===== src/hw/qup_consts.vh =====
// Purpose: constants for the quad uart pin and host bus block
// Assumes: one clock, host strobes synchronous to clk_i
// Notes: offsets are register indexes on the 3-bit host address
// Summary of operation
// - writing one to modem_control_reg bit 0 drives that DTR pin low
// - DTR pin high after writing zero to the bit, and after reset
// - four channels, each with its own active-high interrupt output
// - select low: interrupt drivers on only while output-enable bit is one
// - interrupt raised only for sources enabled in intr_enable_reg
// - sources: line error, receive data, transmit space, modem status change
// - after reset, with select low, all four interrupt outputs are high impedance
// - select high: interrupt outputs always driven, enable bit ignored
// - select low: output-enable bit alone decides interrupt drive
// - read strobe falling edge drives addressed register onto data bus
// - write strobe rising edge stores data bus into addressed register
`ifndef QUP_CONSTS_VH
`define QUP_CONSTS_VH
`define QUP_NCHAN 4
`define QUP_ADDR_IER 3'h1
`define QUP_ADDR_ISR 3'h2
`define QUP_ADDR_MCR 3'h4
`define QUP_ADDR_SRC 3'h5
`define QUP_ADDR_SCR 3'h7
`define QUP_MCR_DTR 0
`define QUP_MCR_OE 3
`define QUP_IER_RXD 0
`define QUP_IER_TXE 1
`define QUP_IER_LSE 2
`define QUP_IER_MSC 3
`define QUP_RST_BYTE 8'h00
`define QUP_ISR_NONE 8'h01
`endif


===== src/hw/qup_regmem.v =====
// Purpose: per-channel register store with registered read data
// Assumes: one write and one read port, same clock
// Notes: holds ier, mcr and scratch for four channels
`timescale 1ns/1ps
`include "qup_consts.vh"
module qup_regmem
(
   // clock and reset
   input wire clk_i,
   input wire rst_i,
   // write port
   input wire wr_en_i,
   input wire [4:0] wr_addr_i,
   input wire [7:0] wr_data_i,
   // read port
   input wire [4:0] rd_addr_i,
   output reg [7:0] rd_data_o,
   // flat view of all words
   output wire [255:0] all_o
);
   reg [7:0] mem_reg [0:31];
   genvar g;
   integer i;
   always @(posedge clk_i or posedge rst_i)
   begin
      if (rst_i)
      begin
         for (i = 0; i < 32; i = i + 1)
            mem_reg[i] <= `QUP_RST_BYTE;
         rd_data_o <= `QUP_RST_BYTE;
      end
      else
      begin
         if (wr_en_i)
            mem_reg[wr_addr_i] <= wr_data_i;
         rd_data_o <= mem_reg[rd_addr_i];
      end
   end
   generate
      for (g = 0; g < 32; g = g + 1)
      begin : flat
         assign all_o[g*8 +: 8] = mem_reg[g];
      end
   endgenerate
endmodule // qup_regmem


===== src/hw/qup_top.v =====
// Purpose: quad uart DTR and interrupt pins plus host read/write strobes
// Assumes: host strobes and chip selects sampled synchronously on clk_i
// Notes: interrupt sources arrive as level inputs from the uart cores
`timescale 1ns/1ps
`include "qup_consts.vh"
module qup_top
(
   // clock and reset
   input wire clk_i,
   input wire rst_i,
   // host bus
   input wire [3:0] host_cs_n_i,
   input wire [2:0] host_addr_i,
   input wire host_read_strobe_n_i,
   input wire host_write_strobe_n_i,
   input wire [7:0] host_data_i,
   output reg [7:0] host_data_o,
   output reg host_data_oe_o,
   // interrupt select pin
   input wire irq_force_select_i,
   // interrupt sources per channel, one bit each
   input wire [3:0] src_rx_data_i,
   input wire [3:0] src_tx_space_i,
   input wire [3:0] src_line_err_i,
   input wire [3:0] src_modem_chg_i,
   // channel pins
   output reg [3:0] dtr_n_o,
   output reg [3:0] chan_irq_out_o,
   output reg [3:0] chan_irq_oe_o
);
   // ----------------------------------------
   // decode helpers
   // ----------------------------------------
   function [1:0] chan_of;
      input [3:0] cs_n;
      begin
         casez (cs_n)
            4'b???0: chan_of = 2'h0;
            4'b??01: chan_of = 2'h1;
            4'b?011: chan_of = 2'h2;
            default: chan_of = 2'h3;
         endcase
      end
   endfunction

   function [7:0] isr_code;
      input [7:0] intr_enable_reg;
      input ls;
      input rx;
      input tx;
      input ms;
      begin
         // fixed priority: line error, rx data, tx space, modem
         if (ls && intr_enable_reg[`QUP_IER_LSE])
            isr_code = 8'h06;
         else if (rx && intr_enable_reg[`QUP_IER_RXD])
            isr_code = 8'h04;
         else if (tx && intr_enable_reg[`QUP_IER_TXE])
            isr_code = 8'h02;
         else if (ms && intr_enable_reg[`QUP_IER_MSC])
            isr_code = 8'h00;
         else
            isr_code = `QUP_ISR_NONE;
      end
   endfunction

   // ----------------------------------------
   // strobe edge detection
   // ----------------------------------------
   reg rd_n_reg;
   reg wr_n_reg;
   wire sel_any = ~&host_cs_n_i;
   wire rd_fall = rd_n_reg & ~host_read_strobe_n_i & sel_any;
   wire wr_rise = ~wr_n_reg & host_write_strobe_n_i & sel_any;
   wire [1:0] chan = chan_of(host_cs_n_i);
   reg rd_pend_reg;
   reg [2:0] rd_addr_reg;
   reg [1:0] rd_chan_reg;

   always @(posedge clk_i or posedge rst_i)
   begin
      if (rst_i)
      begin
         rd_n_reg <= 1'b1;
         wr_n_reg <= 1'b1;
         rd_pend_reg <= 1'b0;
         rd_addr_reg <= 3'h0;
         rd_chan_reg <= 2'h0;
      end
      else
      begin
         rd_n_reg <= host_read_strobe_n_i;
         wr_n_reg <= host_write_strobe_n_i;
         rd_pend_reg <= rd_fall;
         if (rd_fall)
         begin
            rd_addr_reg <= host_addr_i;
            rd_chan_reg <= chan;
         end
      end
   end

   // ----------------------------------------
   // register store
   // ----------------------------------------
   wire [7:0] mem_rd;
   wire [255:0] mem_all;
   qup_regmem u_mem
   (
      .clk_i(clk_i),
      .rst_i(rst_i),
      .wr_en_i(wr_rise),
      .wr_addr_i({chan, host_addr_i}),
      .wr_data_i(host_data_i),
      .rd_addr_i({chan, host_addr_i}),
      .rd_data_o(mem_rd),
      .all_o(mem_all)
   );

   // ----------------------------------------
   // per-channel pins
   // ----------------------------------------
   wire [7:0] isr_w [0:3];
   wire [3:0] irq_w;
   wire [3:0] dtr_n_next;
   wire [3:0] irq_oe_next;
   genvar g;
   generate
      for (g = 0; g < 4; g = g + 1)
      begin : ch
         wire [7:0] intr_enable_reg = mem_all[(g*8+`QUP_ADDR_IER)*8 +: 8];
         wire [7:0] modem_control_reg = mem_all[(g*8+`QUP_ADDR_MCR)*8 +: 8];
         assign isr_w[g] = isr_code(intr_enable_reg, src_line_err_i[g],
            src_rx_data_i[g], src_tx_space_i[g], src_modem_chg_i[g]);
         assign irq_w[g] = (src_line_err_i[g] & intr_enable_reg[`QUP_IER_LSE]) |
            (src_rx_data_i[g] & intr_enable_reg[`QUP_IER_RXD]) |
            (src_tx_space_i[g] & intr_enable_reg[`QUP_IER_TXE]) |
            (src_modem_chg_i[g] & intr_enable_reg[`QUP_IER_MSC]);
         assign dtr_n_next[g] = ~modem_control_reg[`QUP_MCR_DTR];
         // select forces drive; else enable bit rules
         assign irq_oe_next[g] = irq_force_select_i | modem_control_reg[`QUP_MCR_OE];
      end
   endgenerate

   // one process for all channels, so each pin vector has one driver
   always @(posedge clk_i or posedge rst_i)
   begin
      if (rst_i)
      begin
         dtr_n_o <= 4'hF;
         chan_irq_oe_o <= 4'h0;
         chan_irq_out_o <= 4'h0;
      end
      else
      begin
         dtr_n_o <= dtr_n_next;
         chan_irq_oe_o <= irq_oe_next;
         chan_irq_out_o <= irq_w;
      end
   end

   // ----------------------------------------
   // host read data
   // ----------------------------------------
   wire [7:0] rd_src = (rd_addr_reg == `QUP_ADDR_ISR) ? isr_w[rd_chan_reg] :
      (rd_addr_reg == `QUP_ADDR_SRC) ?
      {4'h0, src_modem_chg_i[rd_chan_reg], src_line_err_i[rd_chan_reg],
      src_tx_space_i[rd_chan_reg], src_rx_data_i[rd_chan_reg]} : mem_rd;

   always @(posedge clk_i or posedge rst_i)
   begin
      if (rst_i)
      begin
         host_data_o <= 8'h00;
         host_data_oe_o <= 1'b0;
      end
      else
      begin
         // load data after falling edge, hold while low
         if (rd_pend_reg)
            host_data_o <= rd_src;
         host_data_oe_o <= ~host_read_strobe_n_i & sel_any &
            (rd_pend_reg | host_data_oe_o);
      end
   end
endmodule // qup_top


===== config.mk =====
export PLATFORM = sky130hd
export DESIGN_NAME = qup_top
export DESIGN_NICKNAME = d
export VERILOG_FILES = /design/src/hw/qup_regmem.v /design/src/hw/qup_top.v
export VERILOG_INCLUDE_DIRS = /design/src /design/src/hw
export SDC_FILE = /design/constraint.sdc
export NUM_CORES = 1
export LEC_CHECK = 0
export BUFFER_PORTS_ARGS = -buffer_cell sky130_fd_sc_hd__buf_2
export CORE_MARGIN = 2
export CORE_UTILIZATION = 55
export DETAILED_ROUTE_END_ITERATION = 6
export PLACE_DENSITY = 0.69
export SLEW_MARGIN = 20
export SYNTH_ARGS = -nofsm -noshare
export SYNTH_HDL_FRONTEND = slang
export SYNTH_SLANG_ARGS = --single-unit

===== constraint.sdc =====
create_clock -name clk_i -period 14.8 [get_ports clk_i]
set_clock_uncertainty 0.1 [all_clocks]
set_input_delay 2.96 -clock clk_i [delete_from_list [all_inputs] [get_ports clk_i]]
set_output_delay 2.96 -clock clk_i [all_outputs]
set_load 0.02 [all_outputs]

* Word level (Yosys, flattened, before mapping)
Cells that the tools add are included.
** Cells by class
- $lt $le $gt $ge :: 4
- Equality and inequality tests :: 4
- Muxes and demuxes :: 36
- Bitwise gates (word level) :: 48
- Reduce and logical (&&, ||, !) cells :: 19
** Operator list (number)
- $bwmux W256 :: 1
- $mux W8 :: 7
- $bmux W8 S5 :: 1
- $demux W8 S5 :: 1
- $mux W3 :: 8
- $and A1 B1 Y1 :: 22
- $logic_and A1 B1 Y1 :: 17
- $or A1 B1 Y1 :: 17
- $bmux W8 S2 :: 1
- $bmux W1 S2 :: 4
- $mux W1 :: 8
- $mux W2 :: 4
- $not A1 Y1 :: 7
- $eq A3 B2 Y1 const B :: 2
- $ge A6 B6 Y1 const B :: 1
- $lt A6 B1 Y1 const B :: 1
- $not A5 Y6 :: 1
- $pmux W2 S3 :: 1
- $reduce_and A4 Y1 :: 1
- $eq A3 B3 Y1 const B :: 1
- $ge A3 B3 Y1 const B :: 1
- $lt A2 B3 Y1 const B :: 1
- $not A2 Y3 :: 1
- $eq A2 B1 Y1 const B :: 1
- $logic_not A1 Y1 :: 1
** Word-level totals
- Register bits :: 293
- Bits of input ports :: 36
- Output and inout bits :: 21
- Logic and storage cells :: 154

* Logic depth before layout (Yosys ltp)
Gate-level depths: netlist (run 1).
- Word-level depth :: 9
- Gate-level depth with buffers :: 8

* Modules after synthesis
A second synthesis (run 1) with hierarchy kept.
** Second synthesis, totals
- Cell total of the unflattened synthesis :: 827
- Area total of the unflattened synthesis :: 13276.5 um^2
** Modules (own cells, without submodules)
- qup_regmem :: instances 1, cells each 708, area each 11871.4 um^2, seq. area each 6606.3 um^2
- qup_top :: instances 1, cells each 119, area each 1405.1 um^2, seq. area each 733.2 um^2

* Worst setup path after synthesis (run 1)
OpenSTA, ideal clock, no wires.
- Path type :: input-to-reg
- Start point :: input host_cs_n_i[2]
- End point :: register u_mem.mem_reg (netlist bit u_mem.all_o[152])
- Arrival time :: 4.624 ns
- Required time :: 14.575 ns
- Setup slack :: 9.952 ns
- Cell stages on the path :: 7
- Path buffers :: 3
- Cell sequence :: clkbuf_2 -> and4_1 -> buf_2 -> or3_1 -> buf_2 -> nor4_4 -> mux2_2
** Between the ends
- Cells in the longest elaborated chain, start to end :: 8
** Ends and longest elaborated chain
- start, declared :: RTL line qup_top.v:12 : input wire [3:0] host_cs_n_i,
- $eq A3 B2 Y1 :: RTL line qup_top.v:37 : casez (cs_n)
- $pmux W2 S3 :: RTL line qup_top.v:37
- $not A5 Y6 (not written as such) :: RTL line qup_regmem.v:35 : mem_reg[wr_addr_i] <= wr_data_i;
- $ge A6 B6 Y1 (not written as such) or $lt A6 B1 Y1 (tied branches) :: RTL line qup_regmem.v:35
- $logic_and A1 B1 Y1 (not written as such) :: RTL line qup_regmem.v:35
- $mux W8 (not written as such) :: RTL line qup_regmem.v:35
- $demux W8 S5 :: RTL line qup_regmem.v:35
- $bwmux W256 :: RTL line qup_regmem.v:35
- end signal, assigned by index :: RTL line qup_regmem.v:29 : mem_reg[i] <= `QUP_RST_BYTE;
- end signal, assigned by index :: RTL line qup_regmem.v:35
- end, declared :: RTL line qup_regmem.v:21 : reg [7:0] mem_reg [0:31];
Several ways; a longest one is shown, not always the timed one.
A chain may end at the register's enable or synchronous reset.

* Final worst setup path (run 1)
- Start point :: input host_addr_i[0]
- End point :: register u_mem.rd_data_o[4]
** Between the ends
- Cells in the longest elaborated chain, start to end :: 4
** Ends and longest elaborated chain
- start, declared :: RTL line qup_top.v:13 : input wire [2:0] host_addr_i,
- $not A5 Y6 (not written as such) :: RTL line qup_regmem.v:36 : rd_data_o <= mem_reg[rd_addr_i];
- $bmux W8 S5 :: RTL line qup_regmem.v:36
- $mux W8 (not written as such) (2 in a row) :: RTL line qup_regmem.v:36
- end signal, assigned :: RTL line qup_regmem.v:30 : rd_data_o <= `QUP_RST_BYTE;
- end signal, assigned :: RTL line qup_regmem.v:36
- end, declared :: RTL line qup_regmem.v:17 : output reg [7:0] rd_data_o,
No other way between the ends. The select of a mux whose other input is x is not followed.

==> results of run 1 <==
worst paths after layout:
check	from	end	slack, ps	cells past startpoint
min	u_mem.all_o[224]	dtr_n_o[3]	320	1
max in group asynchronous	rst_i	u_mem.all_o[119]	10700	4
max reg2reg	wr_n_reg	u_mem.all_o[91]	12050	4
min in group asynchronous	rst_i	u_mem.all_o[195]	2270	2
min reg2reg	u_mem.all_o[224]	dtr_n_o[3]	320	1
max	host_addr_i[0]	u_mem.rd_data_o[4]	9600	5
logic make-up after synthesis:
group,Yosys count,synth area share
multiplexers,333,0.340
flip-flops,293,0.554
AND/OR/NAND/NOR,102,0.0472
buffers and inverters,77,0.0234
AO/OA/AOI/OAI,64,0.0354
layout by cell type, fill, tap and decap left out, types with 4 or more instances in the layout:
cell | synthesis | final
dfrtp_1 | 287 | 287
mux2_2 | 259 | 259
mux4_2 | 67 | 67
buf_2 | 16 | 55
a22oi_1 | 38 | 38
clkbuf_16 | 0 | 31
nand2_1 | 29 | 29
inv_1 | 14 | 13
nand2_2 | 12 | 12
clkbuf_1 | 38 | 11
clkbuf_8 | 0 | 10
nor2b_1 | 9 | 9
nand4_1 | 9 | 9
nand3_1 | 7 | 7
o22ai_1 | 7 | 7
buf_4 | 0 | 7
dfstp_2 | 6 | 6
nor2_1 | 5 | 5
or2_2 | 5 | 5
mux2i_1 | 5 | 5
o21ai_0 | 4 | 4
a32oi_1 | 4 | 4
per-layer routing:
layer,global-route usage,vias up,routed length (um),part of all wire
li1,-,3340,-,-
met1,0.362,4207,13900,0.44
met2,0.403,259,14800,0.47
met3,0.0357,66,1740,0.055
met4,0.0855,0,1030,0.033
met5,0,-,0,0
worst reg2reg max path: stages, from the launching register on:
cell and delay (ps):
dfstp_2 360, nand2b_1 300, or3_1 630, nor2b_1 800, mux2_2 420
power by group through the flow:
stage	sequential, mW	combinational (mW)	clock (mW)
2_1_floorplan	0.963	0.188	0
3_3_place_gp	0.970	0.251	0
3_5_place_dp	0.976	0.261	0
4_1_cts	0.962	0.262	0.773
5_1_grt	0.974	0.281	0.811
6_report	0.963	0.261	0.757
area by class of cell:
type,count,share of cell area
well taps,319,0.0270
multi-input cells,499,0.379
clock buffers,52,0.0646
inverters,14,0.00407
clock inverters,5,0.00364
flip-flops and latches,293,0.497
repair buffers,64,0.0248
per-stage QoR:
step           total power [mW]  setup WS (ps)  hold slack, ps   util  cell area [sq um]
2_1_floorplan              1.15           3660             272      -              13200
3_3_place_gp               1.22           8930             303  0.583              13700
3_5_place_dp               1.24           8960             318  0.583              13700
4_1_cts                    2.00           9540             323  0.626              14700
5_1_grt                    2.07           9430             355  0.627              14800
6_report                   1.98           9600             321  0.627              14800
==> metrics.md, run 1 <==
| Metric | Value |
|---|---|
| Status | `complete, no violations` |
| Die area | `about 25,000 sq um` |
| Crit path buffers/inverters | `2` |
| Setup TNS | `0 ps` |
| DRC | `0` |
| Antenna violations before repair | `0` |
| Max Cap Viol | `0` |
| Worst Setup Start Kind | `primary input` |
| Layout overhead on the synthesized area | `11.5%` |
| Count leader, synth | `dfrtp_1` |
| Clock Sink Count | `293` |
| CP max stage cell | `buf_4` |
| Top cell by count, worst path | `buf_4` |
| ANT cells | `0` |
| Clock power frac | `0.382` |
| Max Slew Vio Count | `0` |
| Synth area leader | `dfrtp_1` |
| I/O Buffers | `56` |
| Detailed placement HPWL | `~21,000 um` |
| Top cells by area, synth | `dfrtp_1, mux2_2, mux4_2` |
| Largest net degree at the start of global routing | `~150` |
| Crit end category | `flop` |
| Core Box Area | `between 20,000 and 25,000 sq um` |
| Comb pwr share | `0.132` |
| Slew @ Worst Pin | `1070 ps` |
| Post-CTS Resized | `0` |
| Final ANT Viol Nets | `0` |
| Count of cell types in the netlist | `47` |
| Post-CTS Repair Setup Buffers | `0` |
| Yosys reg bits | `between 200 and 300` |
| Syn Inst Count | `slightly below 900` |
| Max clock buf depth | `3` |
| Layout fillers | `approximately 1,700` |
| Via count | `between 7,000 and 8,000` |
| Reg area | `about 7300 sq um` |
| RSZ-0062 raised after global routing | `no` |
| Synth top area share | `0.542` |
| Via/cell ratio | `around 6.3` |
| EDFF count, synth | `0` |
| Leak | `6.85 nW` |
| Relative slew slack | `0.278` |
| Max reg flops | `256` |
| CP top delay family | `buffers and inverters` |
| Vias in the first global route | `8,434` |
| Cts bufs inserted | `31` |
| Pre-Repair DR Iteration Count | `5` |
| Clk root buf | `clkbuf_16` |
| Psw | `between 400 and 500 uW` |
| Final worst path period need | `5200 ps` |
| Net Sw Frac | `0.247` |
| FFs w/ async S/R, synth | `1.00` |
| Final setup violating endpoints | `0` |
| P per Cell Area | `134 nW/um^2` |
| Routed length per instance | `around 25 um` |
| Share of cells above drive strength 1 | `0.506` |
| CTS tree | `built` |
| Wire length of the first global-routing pass | `just under 50,000 um` |
| Hold Crit Class | `flop to flop` |
| Mapped cell area | `approximately 13,000 sq um` |
| Maximum fanout along the worst path | `37` |
| Syn Nets | `roughly 910` |
| Initial detailed-routing violation count | `roughly 700` |
| Clock-pin transition on the worst setup and hold timing paths | `approximately 60 ps` |
| Skew-Pair Late Insertion Delay | `roughly 560 ps` |
| Top Ports | `between 50 and 60` |
| Final Cycle Share | `0.352` |
| Power Internal | `~1.5 mW` |
| Placed Cells | `roughly 1,200` |
| Die W | `159 um` |
| Starting Density | `0.563` |
| Die height | `159 um` |
| Crit Path Category | `primary input to flop` |
| # hold bufs at CTS | `0` |
| Crit path DAT | `about 5500 ps` |
| Multi-input logic area | `around 5600 sq um` |
| Top cells by count, synth | `dfrtp_1, mux2_2, mux4_2` |
| RePlAce Congestion | `around 0.9` |
| Req. time, crit path | `about 15,000 ps` |
| Final nets | `roughly 940` |
| Largest stage delay, worst path | `approximately 730 ps` |
| Non-Filler Instances | `around 1,200` |
| Drt total wl | `between 30,000 and 40,000 um` |
| Site Rows | `56` |
| VDD IR-drop max | `0.0789 mV` |
| Sequential area share after synthesis | `0.554` |
| Most used DFF post-synth | `dfrtp_1` |
| Max frequency | `between 0.15 and 0.2 GHz` |
| Syn_area_per_cell | `between 15 and 20 sq um` |
| Final hold viol count | `0` |
| CP Cell Sequence | `buf_4 -> buf_4 -> mux4_2 -> a22oi_1 -> nand4_1` |
| Total grt overflow | `0` |
| Yosys warning total | `0` |
| Sequential share of power | `0.486` |
| GRT Total Usage | `0.252` |
| H-tree depth | `1` |
(Power assumes the default switching activity.)
==> inputs of run 2 (changes only) <==
- clock period: 14.8 -> 5.3 ns (I/O delays scaled with it)
==> run 2 against run 1 <==
Net effect: register-to-register slack worse by 9400 ps; sequential cell count did not move; critical path type unchanged; count of clock-buffer cells in the layout down 4; critical endpoint is now u_mem.all_o[188]; final area is 0.23% lower; largest cell class unchanged; clock power grew to 2.7 times the previous value; worst hold slack worse by 0.95 ps; via count is 0.69% higher; global-route usage rose by 0.47 points; sequential share of layout area grew 0.11 points; power rose to 2.8 times the previous value.
==> metrics.md, run 2 (same netlist as run 1, synthesis figures left out) <==
| Metric | Value |
|---|---|
| Placed Cells | `between 1,000 and 1,500` |
| Antenna violations before repair | `0` |
| Final ANT Viol Nets | `0` |
| Max frequency | `around 0.31 GHz` |
| Largest net degree at the start of global routing | `~160` |
| Drt total wl | `~32,000 um` |
| Final Cycle Share | `0.603` |
| Layout fillers | `approximately 1,700` |
| Clock-pin transition on the worst setup and hold timing paths | `approximately 60 ps` |
| Relative slew slack | `0.337` |
| Initial detailed-routing violation count | `about 800` |
| Post-CTS Resized | `0` |
| Vias in the first global route | `~8,400` |
| Final nets | `about 940` |
| DRC | `0` |
| Req. time, crit path | `5630 ps` |
| Routed length per instance | `about 26 um` |
| Via count | `7,926` |
| Top Ports | `between 50 and 60` |
| Final worst path period need | `3190 ps` |
| CTS tree | `built` |
| Leak | `between 6 and 7 nW` |
| RePlAce Congestion | `roughly 0.9` |
| Die area | `25,300 sq um` |
| VDD IR-drop max | `about 0.21 mV` |
| Layout overhead on the synthesized area | `11.3%` |
| GRT Total Usage | `0.257` |
| Share of cells above drive strength 1 | `0.505` |
| Detailed placement HPWL | `~21,000 um` |
| Worst Setup Start Kind | `primary input` |
| Post-CTS Repair Setup Buffers | `0` |
| P per Cell Area | `between 300 and 400 nW/um^2` |
| Non-Filler Instances | `1,243` |
| Hold Crit Class | `flop to flop` |
| Clk root buf | `clkbuf_16` |
| Max Cap Viol | `0` |
| Core Box Area | `about 24,000 sq um` |
| Die height | `~160 um` |
| Site Rows | `between 50 and 60` |
| Pre-Repair DR Iteration Count | `5` |
| H-tree depth | `1` |
| Slew @ Worst Pin | `987 ps` |
| Die W | `approximately 160 um` |
| Status | `complete, no violations` |
| Final setup violating endpoints | `0` |
| Power Total | `approximately 5.5 mW` |
| ANT cells | `0` |
| Most frequent cells in the layout | `dfrtp_1, mux2_2, mux4_2` |
| Starting Density | `0.563` |
| RSZ-0062 raised after global routing | `no` |
| Maximum fanout along the worst path | `46` |
| Crit Path Category | `primary input to flop` |
| Commonest non-fill, non-tap cell in the layout | `dfrtp_1` |
| Setup TNS | `0 ps` |
| Crit path DAT | `roughly 3500 ps` |
| Skew-Pair Late Insertion Delay | `approximately 550 ps` |
| Final hold viol count | `0` |
| Max reg flops | `256` |
| Via/cell ratio | `6.38` |
| Cts bufs inserted | `30` |
| Total grt overflow | `0` |
| Max Slew Vio Count | `0` |
| I/O Buffers | `56` |
| Max clock buf depth | `3` |
| Crit end category | `flop` |
| Clock Sink Count | `around 290` |
| Wire length of the first global-routing pass | `50,400 um` |
| # hold bufs at CTS | `0` |
==> run 2: final cells by class <==
class	instances	area (sq um)	share of cell area
inverters	14	56.3	0.00382
multi-input cells	499	5600	0.380
clock inverters	6	58.8	0.00399
flip-flops and latches	293	7340	0.498
repair buffers	64	368	0.0250
clock buffers	48	910	0.0617
well taps	319	399	0.0271
==> run 2: worst paths after layout <==
path                                 start          endpoint  slack, ps  depth (start not counted)
setup / recovery            host_addr_i[0]  u_mem.all_o[188]       2110                          5
hold / removal             u_mem.all_o[32]        dtr_n_o[0]        320                          1
setup reg to reg                  wr_n_reg  u_mem.all_o[188]       2610                          4
hold reg to reg            u_mem.all_o[32]        dtr_n_o[0]        320                          1
max in group asynchronous            rst_i  u_mem.all_o[165]       3380                          3
min in group asynchronous            rst_i  u_mem.all_o[195]        440                          2
==> run 2: report_power, final <==
group          leakage (nW)  internal, mW  switching (mW)
logic                  2.47         0.381           0.356
registers              3.87          2.52           0.164
clock network         0.478          1.21           0.851
==> run 2: routing by layer <==
metal  wire [um]  track usage  vias up
met5           0            0        -
met4        1170       0.0888        0
met3        1900       0.0445       87
met2       15200        0.411      304
met1       13600        0.361     4203
li1            -            -     3332
==> run 2: critical path, cell delays in order <==
cell and delay [ps]:
buf_4 640, nand2_1 90, or3_1 500, nor2b_1 780
mux2_2 420
==> run 2: per-stage QoR <==
step	hold WS, ps	worst slack [ps]	utilization	cell area (sq um)
final	320	2110	0.626	14700
after global placement	295	1390	0.584	13800
after CTS	319	2070	0.626	14700
after floorplan	272	256	-	13200
after detailed placement	315	1510	0.585	13800
after global routing	323	1960	0.626	14700
